File: src/rtl/iep_consts.vh
// interrupt enable / priority register bank: addresses, reset values, field positions
// assumes an 8-bit special-function register address space shared by all pages
`ifndef IEP_CONSTS_VH
`define IEP_CONSTS_VH

// register addresses, identical on every register page
`define IEP_ADDR_BASIC_PRIO  8'hb8
`define IEP_ADDR_EXT_MASK1   8'he6
`define IEP_ADDR_EXT_MASK2   8'he7
`define IEP_ADDR_EXT_LEVEL1  8'hf6
`define IEP_ADDR_EXT_LEVEL2  8'hf7

// reset values
`define IEP_RST_BASIC_PRIO   8'hc0
`define IEP_RST_EXT          8'h00

// implemented bit masks
`define IEP_BASIC_PRIO_BITS  8'h3f
`define IEP_BASIC_PRIO_ONES  8'hc0
`define IEP_EXT2_BITS        8'h5f

// source count and source index order (fixed tie-break order, 0 wins)
`define IEP_NSRC             20
`define IEP_SRC_W            5
`define IEP_NONE             5'h1f

`endif

File: src/rtl/iep_regs.v
// interrupt enable / priority register bank with request resolver
// assumes core special-function register port, single-cycle writes and reads,
// peripherals present level pending flags synchronous to sys_clk
//
// What this block does
// Basic priority bits 7 and 6 always read one, writes ignored.
// Basic priority bits 5..0 set level of timer2, serial0, timer1, ext1, timer0, ext0.
// Extended mask one bits 7..4 enable comparator rise/fall sources.
// Extended mask one bits 3..0 enable counter array, conv0 window, mgmt bus, periph.
// Extended mask two bits 6,4..0 enable serial1, conv2, timer4, conv0 done, timer3.
// Bits 7 and 5 of mask two and level two read zero, ignore writes.
// Extended level one bits 7..4 set comparator rise/fall priority.
// Extended level one bits 3..0 set counter array, conv0 window, bus, periph priority.
// Extended level two bits 6,4..0 set serial1, conv2, timer4, conv0 done, timer3 priority.
// All five registers decode at fixed addresses regardless of register page.
// Low routine may be preempted by high; high routine never preempted.
// Same-cycle requests: higher level wins, ties by fixed source order.
// Global gate clear blocks every source; set lets each follow its mask.
// Request counts only if pending, enabled and gate set; winner shown each cycle.
// Register writes take effect next edge, arbitration uses them next cycle.
`timescale 1ns/1ps
`include "iep_consts.vh"

module iep_regs #(
	parameter NSRC = 20
) (
	// clock and reset
	input  wire            sys_clk,
	input  wire            resetn,
	// special-function register port
	input  wire [7:0]      sfr_addr,
	input  wire [7:0]      sfr_wdata,
	input  wire            sfr_wr,
	input  wire            sfr_rd,
	output reg  [7:0]      sfr_rdata,
	// global gate and basic enables, kept by the core's enable register
	input  wire            global_interrupt_gate,
	input  wire [5:0]      basic_mask,
	// pending flags in fixed order: ext0,t0,ext1,t1,serial0,t2,periph,bus,
	// conv0win,carray,c0f,c0r,c1f,c1r,t3,conv0done,t4,conv2win,conv2done,serial1
	input  wire [19:0]     pending,
	// service state from the core
	input  wire            isr_enter,
	input  wire            isr_return,
	// request to the core
	output reg             irq_valid,
	output reg             irq_high,
	output reg  [4:0]      irq_source
);
	reg  [5:0]  basic_prio_r;
	reg  [7:0]  ext_mask1_r;
	reg  [7:0]  ext_mask2_r;
	reg  [7:0]  ext_level1_r;
	reg  [7:0]  ext_level2_r;
	reg         in_low_r;
	reg         in_high_r;
	reg  [7:0]  rdata_nxt;
	wire [19:0] enable_vec;
	wire [19:0] level_vec;
	wire [19:0] req_vec;
	wire        win_valid;
	wire        win_high;
	wire [4:0]  win_id;
	wire        allowed;

	// register writes, one address each, no page qualifier
	always @(posedge sys_clk or negedge resetn)
	begin
		if (!resetn)
		begin
			basic_prio_r <= 6'h00;
			ext_mask1_r <= `IEP_RST_EXT;
			ext_mask2_r <= `IEP_RST_EXT;
			ext_level1_r <= `IEP_RST_EXT;
			ext_level2_r <= `IEP_RST_EXT;
		end
		else if (sfr_wr)
		begin
			case (sfr_addr)
				`IEP_ADDR_BASIC_PRIO: basic_prio_r <= sfr_wdata[5:0];
				`IEP_ADDR_EXT_MASK1:  ext_mask1_r <= sfr_wdata;
				`IEP_ADDR_EXT_MASK2:  ext_mask2_r <= sfr_wdata & `IEP_EXT2_BITS;
				`IEP_ADDR_EXT_LEVEL1: ext_level1_r <= sfr_wdata;
				`IEP_ADDR_EXT_LEVEL2: ext_level2_r <= sfr_wdata & `IEP_EXT2_BITS;
				default: ;
			endcase
		end
	end

	// read mux, unused bits forced per register
	// unmapped addresses read zero, so no other register of the space sees an echo
	always @*
	begin
		case (sfr_addr)
			`IEP_ADDR_BASIC_PRIO: rdata_nxt = `IEP_BASIC_PRIO_ONES | {2'b00, basic_prio_r};
			`IEP_ADDR_EXT_MASK1:  rdata_nxt = ext_mask1_r;
			`IEP_ADDR_EXT_MASK2:  rdata_nxt = ext_mask2_r & `IEP_EXT2_BITS;
			`IEP_ADDR_EXT_LEVEL1: rdata_nxt = ext_level1_r;
			`IEP_ADDR_EXT_LEVEL2: rdata_nxt = ext_level2_r & `IEP_EXT2_BITS;
			default:              rdata_nxt = 8'h00;
		endcase
	end

	// read data registered, zero when not reading
	always @(posedge sys_clk or negedge resetn)
	begin
		if (!resetn)
			sfr_rdata <= 8'h00;
		else
			sfr_rdata <= sfr_rd ? rdata_nxt : 8'h00;
	end

	// named enable fields of extended mask one
	wire        comp1_rise_mask     = ext_mask1_r[7];
	wire        comp1_fall_mask     = ext_mask1_r[6];
	wire        comp0_rise_mask     = ext_mask1_r[5];
	wire        comp0_fall_mask     = ext_mask1_r[4];
	wire        counter_array_mask  = ext_mask1_r[3];
	wire        conv0_window_mask   = ext_mask1_r[2];
	wire        mgmt_bus_mask       = ext_mask1_r[1];
	wire        serial_periph_mask  = ext_mask1_r[0];
	// named enable fields of extended mask two, bits 7 and 5 stay zero
	wire        serial1_mask        = ext_mask2_r[6];
	wire        conv2_done_mask     = ext_mask2_r[4];
	wire        conv2_window_mask   = ext_mask2_r[3];
	wire        timer4_mask         = ext_mask2_r[2];
	wire        conv0_done_mask     = ext_mask2_r[1];
	wire        timer3_mask         = ext_mask2_r[0];

	// named level fields of the basic priority register
	wire        timer2_level        = basic_prio_r[5];
	wire        serial0_level       = basic_prio_r[4];
	wire        timer1_level        = basic_prio_r[3];
	wire        ext_input1_level    = basic_prio_r[2];
	wire        timer0_level        = basic_prio_r[1];
	wire        ext_input0_level    = basic_prio_r[0];
	// named level fields of extended level one
	wire        comp1_rise_level    = ext_level1_r[7];
	wire        comp1_fall_level    = ext_level1_r[6];
	wire        comp0_rise_level    = ext_level1_r[5];
	wire        comp0_fall_level    = ext_level1_r[4];
	wire        counter_array_level = ext_level1_r[3];
	wire        conv0_window_level  = ext_level1_r[2];
	wire        mgmt_bus_level      = ext_level1_r[1];
	wire        serial_periph_level = ext_level1_r[0];
	// named level fields of extended level two, bits 7 and 5 stay zero
	wire        serial1_level       = ext_level2_r[6];
	wire        conv2_done_level    = ext_level2_r[4];
	wire        conv2_window_level  = ext_level2_r[3];
	wire        timer4_level        = ext_level2_r[2];
	wire        conv0_done_level    = ext_level2_r[1];
	wire        timer3_level        = ext_level2_r[0];

	// per-source enable in fixed arbitration order, bit 0 first
	// comparators run fall-before-rise, zero before one, so a swapped field
	// here silently changes which source wins a tie
	assign enable_vec = {
		serial1_mask, conv2_done_mask, conv2_window_mask, timer4_mask,
		conv0_done_mask, timer3_mask,
		comp1_rise_mask, comp1_fall_mask, comp0_rise_mask, comp0_fall_mask,
		counter_array_mask, conv0_window_mask, mgmt_bus_mask, serial_periph_mask,
		basic_mask};

	// per-source level in the same order as the enables
	assign level_vec = {
		serial1_level, conv2_done_level, conv2_window_level, timer4_level,
		conv0_done_level, timer3_level,
		comp1_rise_level, comp1_fall_level, comp0_rise_level, comp0_fall_level,
		counter_array_level, conv0_window_level, mgmt_bus_level, serial_periph_level,
		timer2_level, serial0_level, timer1_level, ext_input1_level, timer0_level,
		ext_input0_level};

	// gate, mask and pending all needed
	assign req_vec = pending & enable_vec & {20{global_interrupt_gate}};

	iep_resolver #(
		.NSRC (NSRC),
		.IW   (5)
	) u_resolver (
		.req       (req_vec),
		.level     (level_vec),
		.win_valid (win_valid),
		.win_high  (win_high),
		.win_id    (win_id)
	);

	// track service level; high never preempted, low only by high
	assign allowed = !in_high_r && (!in_low_r || win_high);

	// a high entry leaves the low flag set, so a suspended low routine
	// stays marked and blocks other low requests until it returns too

	always @(posedge sys_clk or negedge resetn)
	begin
		if (!resetn)
		begin
			in_low_r <= 1'b0;
			in_high_r <= 1'b0;
		end
		else if (isr_enter && irq_valid)
		begin
			if (irq_high)
				in_high_r <= 1'b1;
			else
				in_low_r <= 1'b1;
		end
		else if (isr_return)
		begin
			// returning from the innermost routine
			if (in_high_r)
				in_high_r <= 1'b0;
			else
				in_low_r <= 1'b0;
		end
	end

	// winner presented each cycle
	// valid may stand one cycle past an entry, the core must not enter twice
	// level and source follow the resolver even while valid is held low
	always @(posedge sys_clk or negedge resetn)
	begin
		if (!resetn)
		begin
			irq_valid <= 1'b0;
			irq_high <= 1'b0;
			irq_source <= 5'h00;
		end
		else
		begin
			irq_valid <= win_valid & allowed;
			irq_high <= win_high;
			irq_source <= win_id;
		end
	end
endmodule

File: src/rtl/iep_resolver.v
// priority resolver: picks the highest-level, lowest-index request
// assumes requests already gated by pending, enable and global gate
`timescale 1ns/1ps

module iep_resolver #(
	parameter NSRC = 26,
	parameter IW   = 5
) (
	// request and level vectors, bit 0 is highest fixed order
	input  wire [NSRC-1:0] req,
	input  wire [NSRC-1:0] level,
	// winner
	output reg             win_valid,
	output reg             win_high,
	output reg  [IW-1:0]   win_id
);
	integer i;
	reg     found_hi;
	reg     found_lo;
	reg     [IW-1:0] id_hi;
	reg     [IW-1:0] id_lo;

	// scan from the last source down so the lowest index is kept
	always @*
	begin
		found_hi = 1'b0;
		found_lo = 1'b0;
		id_hi = {IW{1'b0}};
		id_lo = {IW{1'b0}};
		for (i = NSRC - 1; i >= 0; i = i - 1)
		begin
			if (req[i] && level[i])
			begin
				found_hi = 1'b1;
				id_hi = i[IW-1:0];
			end
			if (req[i] && !level[i])
			begin
				found_lo = 1'b1;
				id_lo = i[IW-1:0];
			end
		end
		// high level beats low, ties by fixed order
		win_valid = found_hi | found_lo;
		win_high = found_hi;
		win_id = found_hi ? id_hi : id_lo;
	end
endmodule

File: config.mk
export PLATFORM = sky130hd
export DESIGN_NAME = iep_regs
export DESIGN_NICKNAME = d
export VERILOG_FILES = /design/src/rtl/iep_regs.v /design/src/rtl/iep_resolver.v
export VERILOG_INCLUDE_DIRS = /design/src /design/src/rtl
export SDC_FILE = /design/constraint.sdc
export NUM_CORES = 1
export LEC_CHECK = 0
export BUFFER_PORTS_ARGS = -buffer_cell sky130_fd_sc_hd__buf_2
export CAP_MARGIN = 20
export CORE_MARGIN = 1.5
export CORE_UTILIZATION = 48
export DETAILED_ROUTE_END_ITERATION = 16
export GPL_TIMING_DRIVEN = 0
export MAX_ROUTING_LAYER = met4
export PLACE_DENSITY = 0.74
export RECOVER_POWER = 50
export SLEW_MARGIN = 20
export SYNTH_ARGS = -nofsm -noshare
export SYNTH_HDL_FRONTEND = slang
export SYNTH_HIERARCHICAL = 1
export SYNTH_SLANG_ARGS = --single-unit
File: constraint.sdc
create_clock -name sys_clk -period 2.1 [get_ports sys_clk]
set_clock_uncertainty 0.15 [all_clocks]
set_input_delay 0.105 -clock sys_clk [delete_from_list [all_inputs] [get_ports sys_clk]]
set_output_delay 0.105 -clock sys_clk [all_outputs]
set_load 0.02 [all_outputs]
Word level (Yosys, flattened, before mapping)
Cells that the tools add are included.
W data, S select, Z words.
{ "word_totals": {"ff_bits": 51, "input_bits": 49, "out_inout_bits": 15, "wordCells": 186} }
{ "op_classes": {"eq_ne": 8, "n_mux": 90, "bitwise": 4, "reduce_logical": 73} }
{ "op_table": {"columns": ["op", "n"], "rows": [
  ["$mux W5", 41],
  ["$mux W1", 47],
  ["$logic_and A1 B1 Y1", 42],
  ["$and A20 B20 Y20", 2],
  ["$eq A8 B8 Y1 const B", 5],
  ["$pmux W8 S5", 1],
  ["$logic_not A1 Y1", 22],
  ["$reduce_and A2 Y1", 6],
  ["$mux W8", 1],
  ["$ne A2 B2 Y1 const B", 2],
  ["$reduce_and A3 Y1", 1],
  ["$ne A2 B1 Y1 const B", 1],
  ["$reduce_bool A2 Y1", 1],
  ["$and A1 B1 Y1", 1],
  ["$logic_or A1 B1 Y1", 1],
  ["$or A1 B1 Y1", 1]
]} }

Depth between registers and ports, before layout
{ "logic_depth": {"ltp_word": 26, "depth_mapped": 9, "ltp_nobuf": 8} }

Hierarchy
The synthesis kept the hierarchy.
{ "by_module_without_submodules": {"columns": ["mod", "n_inst", "cells_per_inst", "area_each_um2", "seq_area_each_um2"], "rows": [
  ["iep_regs", 1, 182, 2313.5, 1276.2],
  ["iep_resolver", 1, 120, 738.2, 0.0]
]} }

Worst setup path after synthesis
Ideal clock, no wire load.
{ "synth_timing": {"path_kind": "reg-to-reg", "startpoint": "register ext_mask1_r[7]", "endpoint": "register irq_valid", "setup_ps": 121, "t_arrival_ps": 1804, "required_ps": 1829, "setup_slack_ps": 25, "stages_incl_launch_ff": 9, "path_buffers": 0, "period_less_slack_ps": 2075, "cell_sequence": "dfrtp_1 and3_1 a22oi_2 nand4_1 or2_4 nor2_4 inv_2 or3_1 nor3b_1"} }
{ "synth_between": {"elab_cells_between_ends": 36, "classes_between": "mux (28); bitwise (4); reduce/logical (4)"} }
{ "synth_rtl": {"columns": ["item", "line_no", "text"], "rows": [
  ["start: declaration", "iep_regs.v:51", "reg [7:0] ext_mask1_r;"],
  ["start signal: assignment", "iep_regs.v:72", "ext_mask1_r <= `IEP_RST_EXT;"],
  ["start signal: assignment", "iep_regs.v:81", "`IEP_ADDR_EXT_MASK1: ext_mask1_r <= sfr_wdata;"],
  ["$and A20 B20 Y20 (2 in series)", "iep_regs.v:174", "assign req_vec = pending & enable_vec & {20{global_interrupt_gate}};"],
  ["named net req_vec[13]", "iep_regs.v:60", "wire [19:0] req_vec;"],
  ["$logic_and A1 B1 Y1", "iep_resolver.v:32", "if (req[i] && level[i])"],
  ["$mux W1 (14 in series)", "iep_resolver.v:32", null],
  ["named net win_high", "iep_regs.v:62", "wire win_high;"],
  ["$or A1 B1 Y1", "iep_resolver.v:44", "win_valid = found_hi | found_lo;"],
  ["named net win_valid", "iep_regs.v:61", "wire win_valid;"],
  ["$and A1 B1 Y1", "iep_regs.v:230", "irq_valid <= win_valid & allowed;"],
  ["end signal: assignment", "iep_regs.v:230", null],
  ["end: declaration", "iep_regs.v:46", "output reg irq_valid,"]
]} }
The timed path passes the listed nets, and every way through them passes these cells.
A chain may end at the register's enable or synchronous reset.

Worst setup path after layout
Same ends and word-level chain as after synthesis.

==> flow_summary.json <==
{
  "startpoint_type": "register",
  "cp.depth": 8,
  "yosys.area_share.adder_pct": 0,
  "p_per_area_nw_per_um2": 547,
  "synth-xor-area-share_pct": 0,
  "avgSynthCellArea_um2": 10.1,
  "portBuffers": 60,
  "r2r_end": "irq_valid",
  "routed.top_layer": "met4",
  "period_share_pct": 105,
  "arrival_ns": 2.26,
  "p_int_mw": 1.59,
  "crit_fanout": 2,
  "place_ws_ns": -0.217,
  "dpl_cell_area_um2": 3450,
  "multi_input_area_um2": 1790,
  "p_seq_share_pct": 50.0,
  "die_w_um": 82.7,
  "path_cells": "and3_4, a22oi_2, nand4_1, or2_4, nor2_4, inv_2, or3_4, nor3b_2",
  "wl_met1_um": 3610,
  "die_area_um2": 6850,
  "cap_viol_max_count": 0,
  "min_period_ns": 2.20,
  "cts_buffer_depth": 2,
  "synthToLayoutAreaGrowth_pct": 29.2,
  "synthSimpleGateAreaFrac_pct": 24.2,
  "yosysWarnings": 6,
  "synth_cell_types": 51,
  "status": "finished, violations left",
  "finish.utilization_pct": 65.4,
  "ir_drop_uv": 364,
  "final_area_um2": 3940,
  "rsz0062_at_grt": "yes",
  "hold_start": "sfr_addr[2]",
  "ys_seq_area_share_pct": 41.8,
  "clock_latency_ns": 0.31,
  "core_um2": 6030,
  "drt_iter0_markers": 205,
  "h-tree-depth": 2,
  "violations": "setup timing",
  "synth_top_family_by_area": "simple AND/OR/NAND/NOR gates",
  "synthMuxAreaShare_pct": 16.2,
  "p_sw_uw": 567,
  "grt_pass1_wl_um": 13100,
  "place_congestion": 0.971,
  "synth.net_count": 351,
  "cts_root_buf": "clkbuf_8",
  "tightest_slew_ns": 1.26,
  "antenna_cells": 0,
  "cp-end-kind": "register",
  "drive_gt1_share_pct": 40.1,
  "swShare_pct": 26.3,
  "dp_cells": 437,
  "report.final.slew_viol_count": 0,
  "ys_ff_latch": 51,
  "cts_tree": "done",
  "grt_util_all_layers_pct": 26.6,
  "routed_wl_um": 8540,
  "hold_class": "primary input to register",
  "fmax_ghz": 0.454,
  "die_y_um": 82.7,
  "ff_latch_area_um2": 1280,
  "hold_viol": 0,
  "setup_ws_ns": -0.104,
  "worst-r2r-cell-count": 8,
  "grt_overflow": 0,
  "clk_pin_slew_ns": 0.10,
  "rows": 28,
  "path_class": "register to register",
  "wl_met2_um": 4300,
  "drt_pass1_iterations": 4,
  "synth-edff-count": 0,
  "vias": 2916,
  "initial_utilization_pct": 50.6,
  "grt_max_degree": 52,
  "vias_per_cell": 6.06,
  "fillCellCount": 503,
  "synth_compound_area_share_pct": 15.6,
  "whs_endpoint": "sfr_rdata[2]",
  "synthCells": 302,
  "total_power_mw": 2.16,
  "r2r_slack_ns": -0.10,
  "max_stage_delay_ns": 0.42,
  "ant_nets": 0,
  "wl_met3_um": 346,
  "antenna_found_initial": 0,
  "finalSetupViolCount": 1,
  "p_comb_share_pct": 15.6,
  "maxSlewHeadroom_pct": 16.3,
  "cp_data_required_time_ns": 2.16,
  "wl_per_cell_um": 17.8,
  "final_cells": 481,
  "dp_hpwl_um": 6030,
  "crit_buf_inv": 1,
  "syn_area_um2": 3050,
  "synth_ff_type": "dfrtp_1",
  "post-route-drc-count": 0,
  "p_clk_share_pct": 34.4,
  "hold_path_depth": 4,
  "grt_pass1_vias": 2813,
  "async_reset_ff_share_pct": 100,
  "leakagePower_nw": 1.95,
  "cts.sinks": 51,
  "ios": 64,
  "cp_top_family": "simple AND/OR/NAND/NOR gates",
  "cts-buffers-inserted": 5,
  "nets": 454,
  "slowest_stage": "dfrtp_1",
  "rr_startpoint": "ext_mask1_r[7]",
  "startpoint": "ext_mask1_r[7]"
}
## power groups by stage
stage	Combinational (mW)	Sequential, mW	Clock, mW
final	0.336	1.08	0.742
after global routing	0.367	1.09	0.792
after CTS	0.325	1.08	0.749
after detailed placement	0.279	1.09	0
after global placement	0.274	1.09	0
after floorplan	0.145	1.10	0
## layout make-up
| type | count | share of cell area, % |
|---|---|---|
| Sequential cell | 51 | 32.4 |
| Buffer | 6 | 0.635 |
| Tap cell | 75 | 2.38 |
| Inverter | 11 | 1.05 |
| Clock inverter | 2 | 0.984 |
| Multi-Input combinational cell | 234 | 45.5 |
| Timing Repair Buffer | 96 | 15.0 |
| Clock buffer | 6 | 2.09 |
## sequential cells by signal (all words and copies together) (netlist names), 5 cells and up
register / count
basic_prio_r: 6
ext_level1_r: 8
ext_level2_r: 6
ext_mask1_r: 8
ext_mask2_r: 6
irq_source: 5
sfr_rdata: 8
## synthesized netlist by cell type, types with 2 or more instances
cell type,number,area share [%]
dfrtp_1,51,42
mux2_2,44,16
nand2_1,31,3.8
and3_1,26,5.3
a21oi_1,14,2.3
nand2b_1,14,2.9
inv_1,10,1.2
o21ai_0,10,1.6
nor2_1,9,1.1
nand3_1,8,1.3
nor2b_1,8,1.6
a22oi_1,7,1.7
a22o_1,5,1.4
a22oi_2,5,2.1
nand4_1,5,1.0
clkbuf_1,4,0.49
a32oi_1,3,0.86
and2_1,3,0.62
a211oi_1,2,0.49
a31oi_1,2,0.41
a32o_1,2,0.66
buf_2,2,0.33
nor3_1,2,0.33
nor4b_1,2,0.57
o2111ai_1,2,0.57
o21ai_1,2,0.33
o2bb2ai_1,2,0.57
o311ai_0,2,0.57
o31ai_1,2,0.49
or3_1,2,0.41
## worst register-to-register path, stage by stage, from the launching register on
cell and delay (ns):
dfrtp_1 0.42, and3_4 0.20, a22oi_2 0.23, nand4_1 0.17, or2_4 0.30, nor2_4 0.10, inv_2 0.05, or3_4 0.32
nor3b_2 0.16
## worst max path at each step
stage / slack [ns] / to
after global routing: -0.17 / irq_valid
after floorplan: 0.03 / irq_valid
after CTS: 0.03 / irq_valid
final: -0.10 / irq_valid
after global placement: -0.20 / irq_valid
after detailed placement: -0.22 / irq_valid
## layout by cell type, fill, tap and decap left out, types with 2 or more instances in the layout
cell,n
dlygate4sd3_1,12
nand4_1,5
o2111ai_1,2
buf_4,24
and2_1,3
a22oi_2,8
nor2b_1,8
mux2_2,44
nand2b_1,14
clkbuf_8,6
a211oi_1,2
o311ai_0,2
nor2_1,9
a31oi_1,2
nand3_1,8
nand2_1,31
and3_1,18
nor3_2,2
o21ai_0,10
and3_4,8
o21ai_1,2
a22oi_1,4
buf_2,55
a32o_1,2
dfrtp_1,51
inv_1,10
nor4b_1,2
nor4b_4,2
a22o_1,5
o2bb2ai_1,2
a21oi_1,14
nor3b_2,2
a32oi_1,3
clkbuf_1,10
## stage by stage
step	hold slack, ns	TNS (ns)
after floorplan	-0.341	0
after global placement	0.205	-0.197
after detailed placement	0.0258	-0.217
after CTS	0.0591	0
after global routing	0.0880	-0.210
final	0.0639	-0.104
## timing repair
action | in CTS | in global routing
gates resized for setup | 16 | 3
buffers inserted | 17 | 7
setup endpoints to repair | 1 | 2
pin swaps | 16 | 9
endpoints found under the hold margin | 87 | 0
hold buffers | 12 | 0
## cell families after synthesis
kind of cell / Yosys count
simple gates: 125
compound gates: 65
flops: 51
mux: 44
buf+inv: 17
## per-layer routing
metal	global-route usage, %	vias up
met5	-	-
li1	-	1344
met3	3.63	31
met2	45.5	109
met1	31.0	1432
met4	12.2	0
No activity file was read; power rests on OpenSTA's default activity.
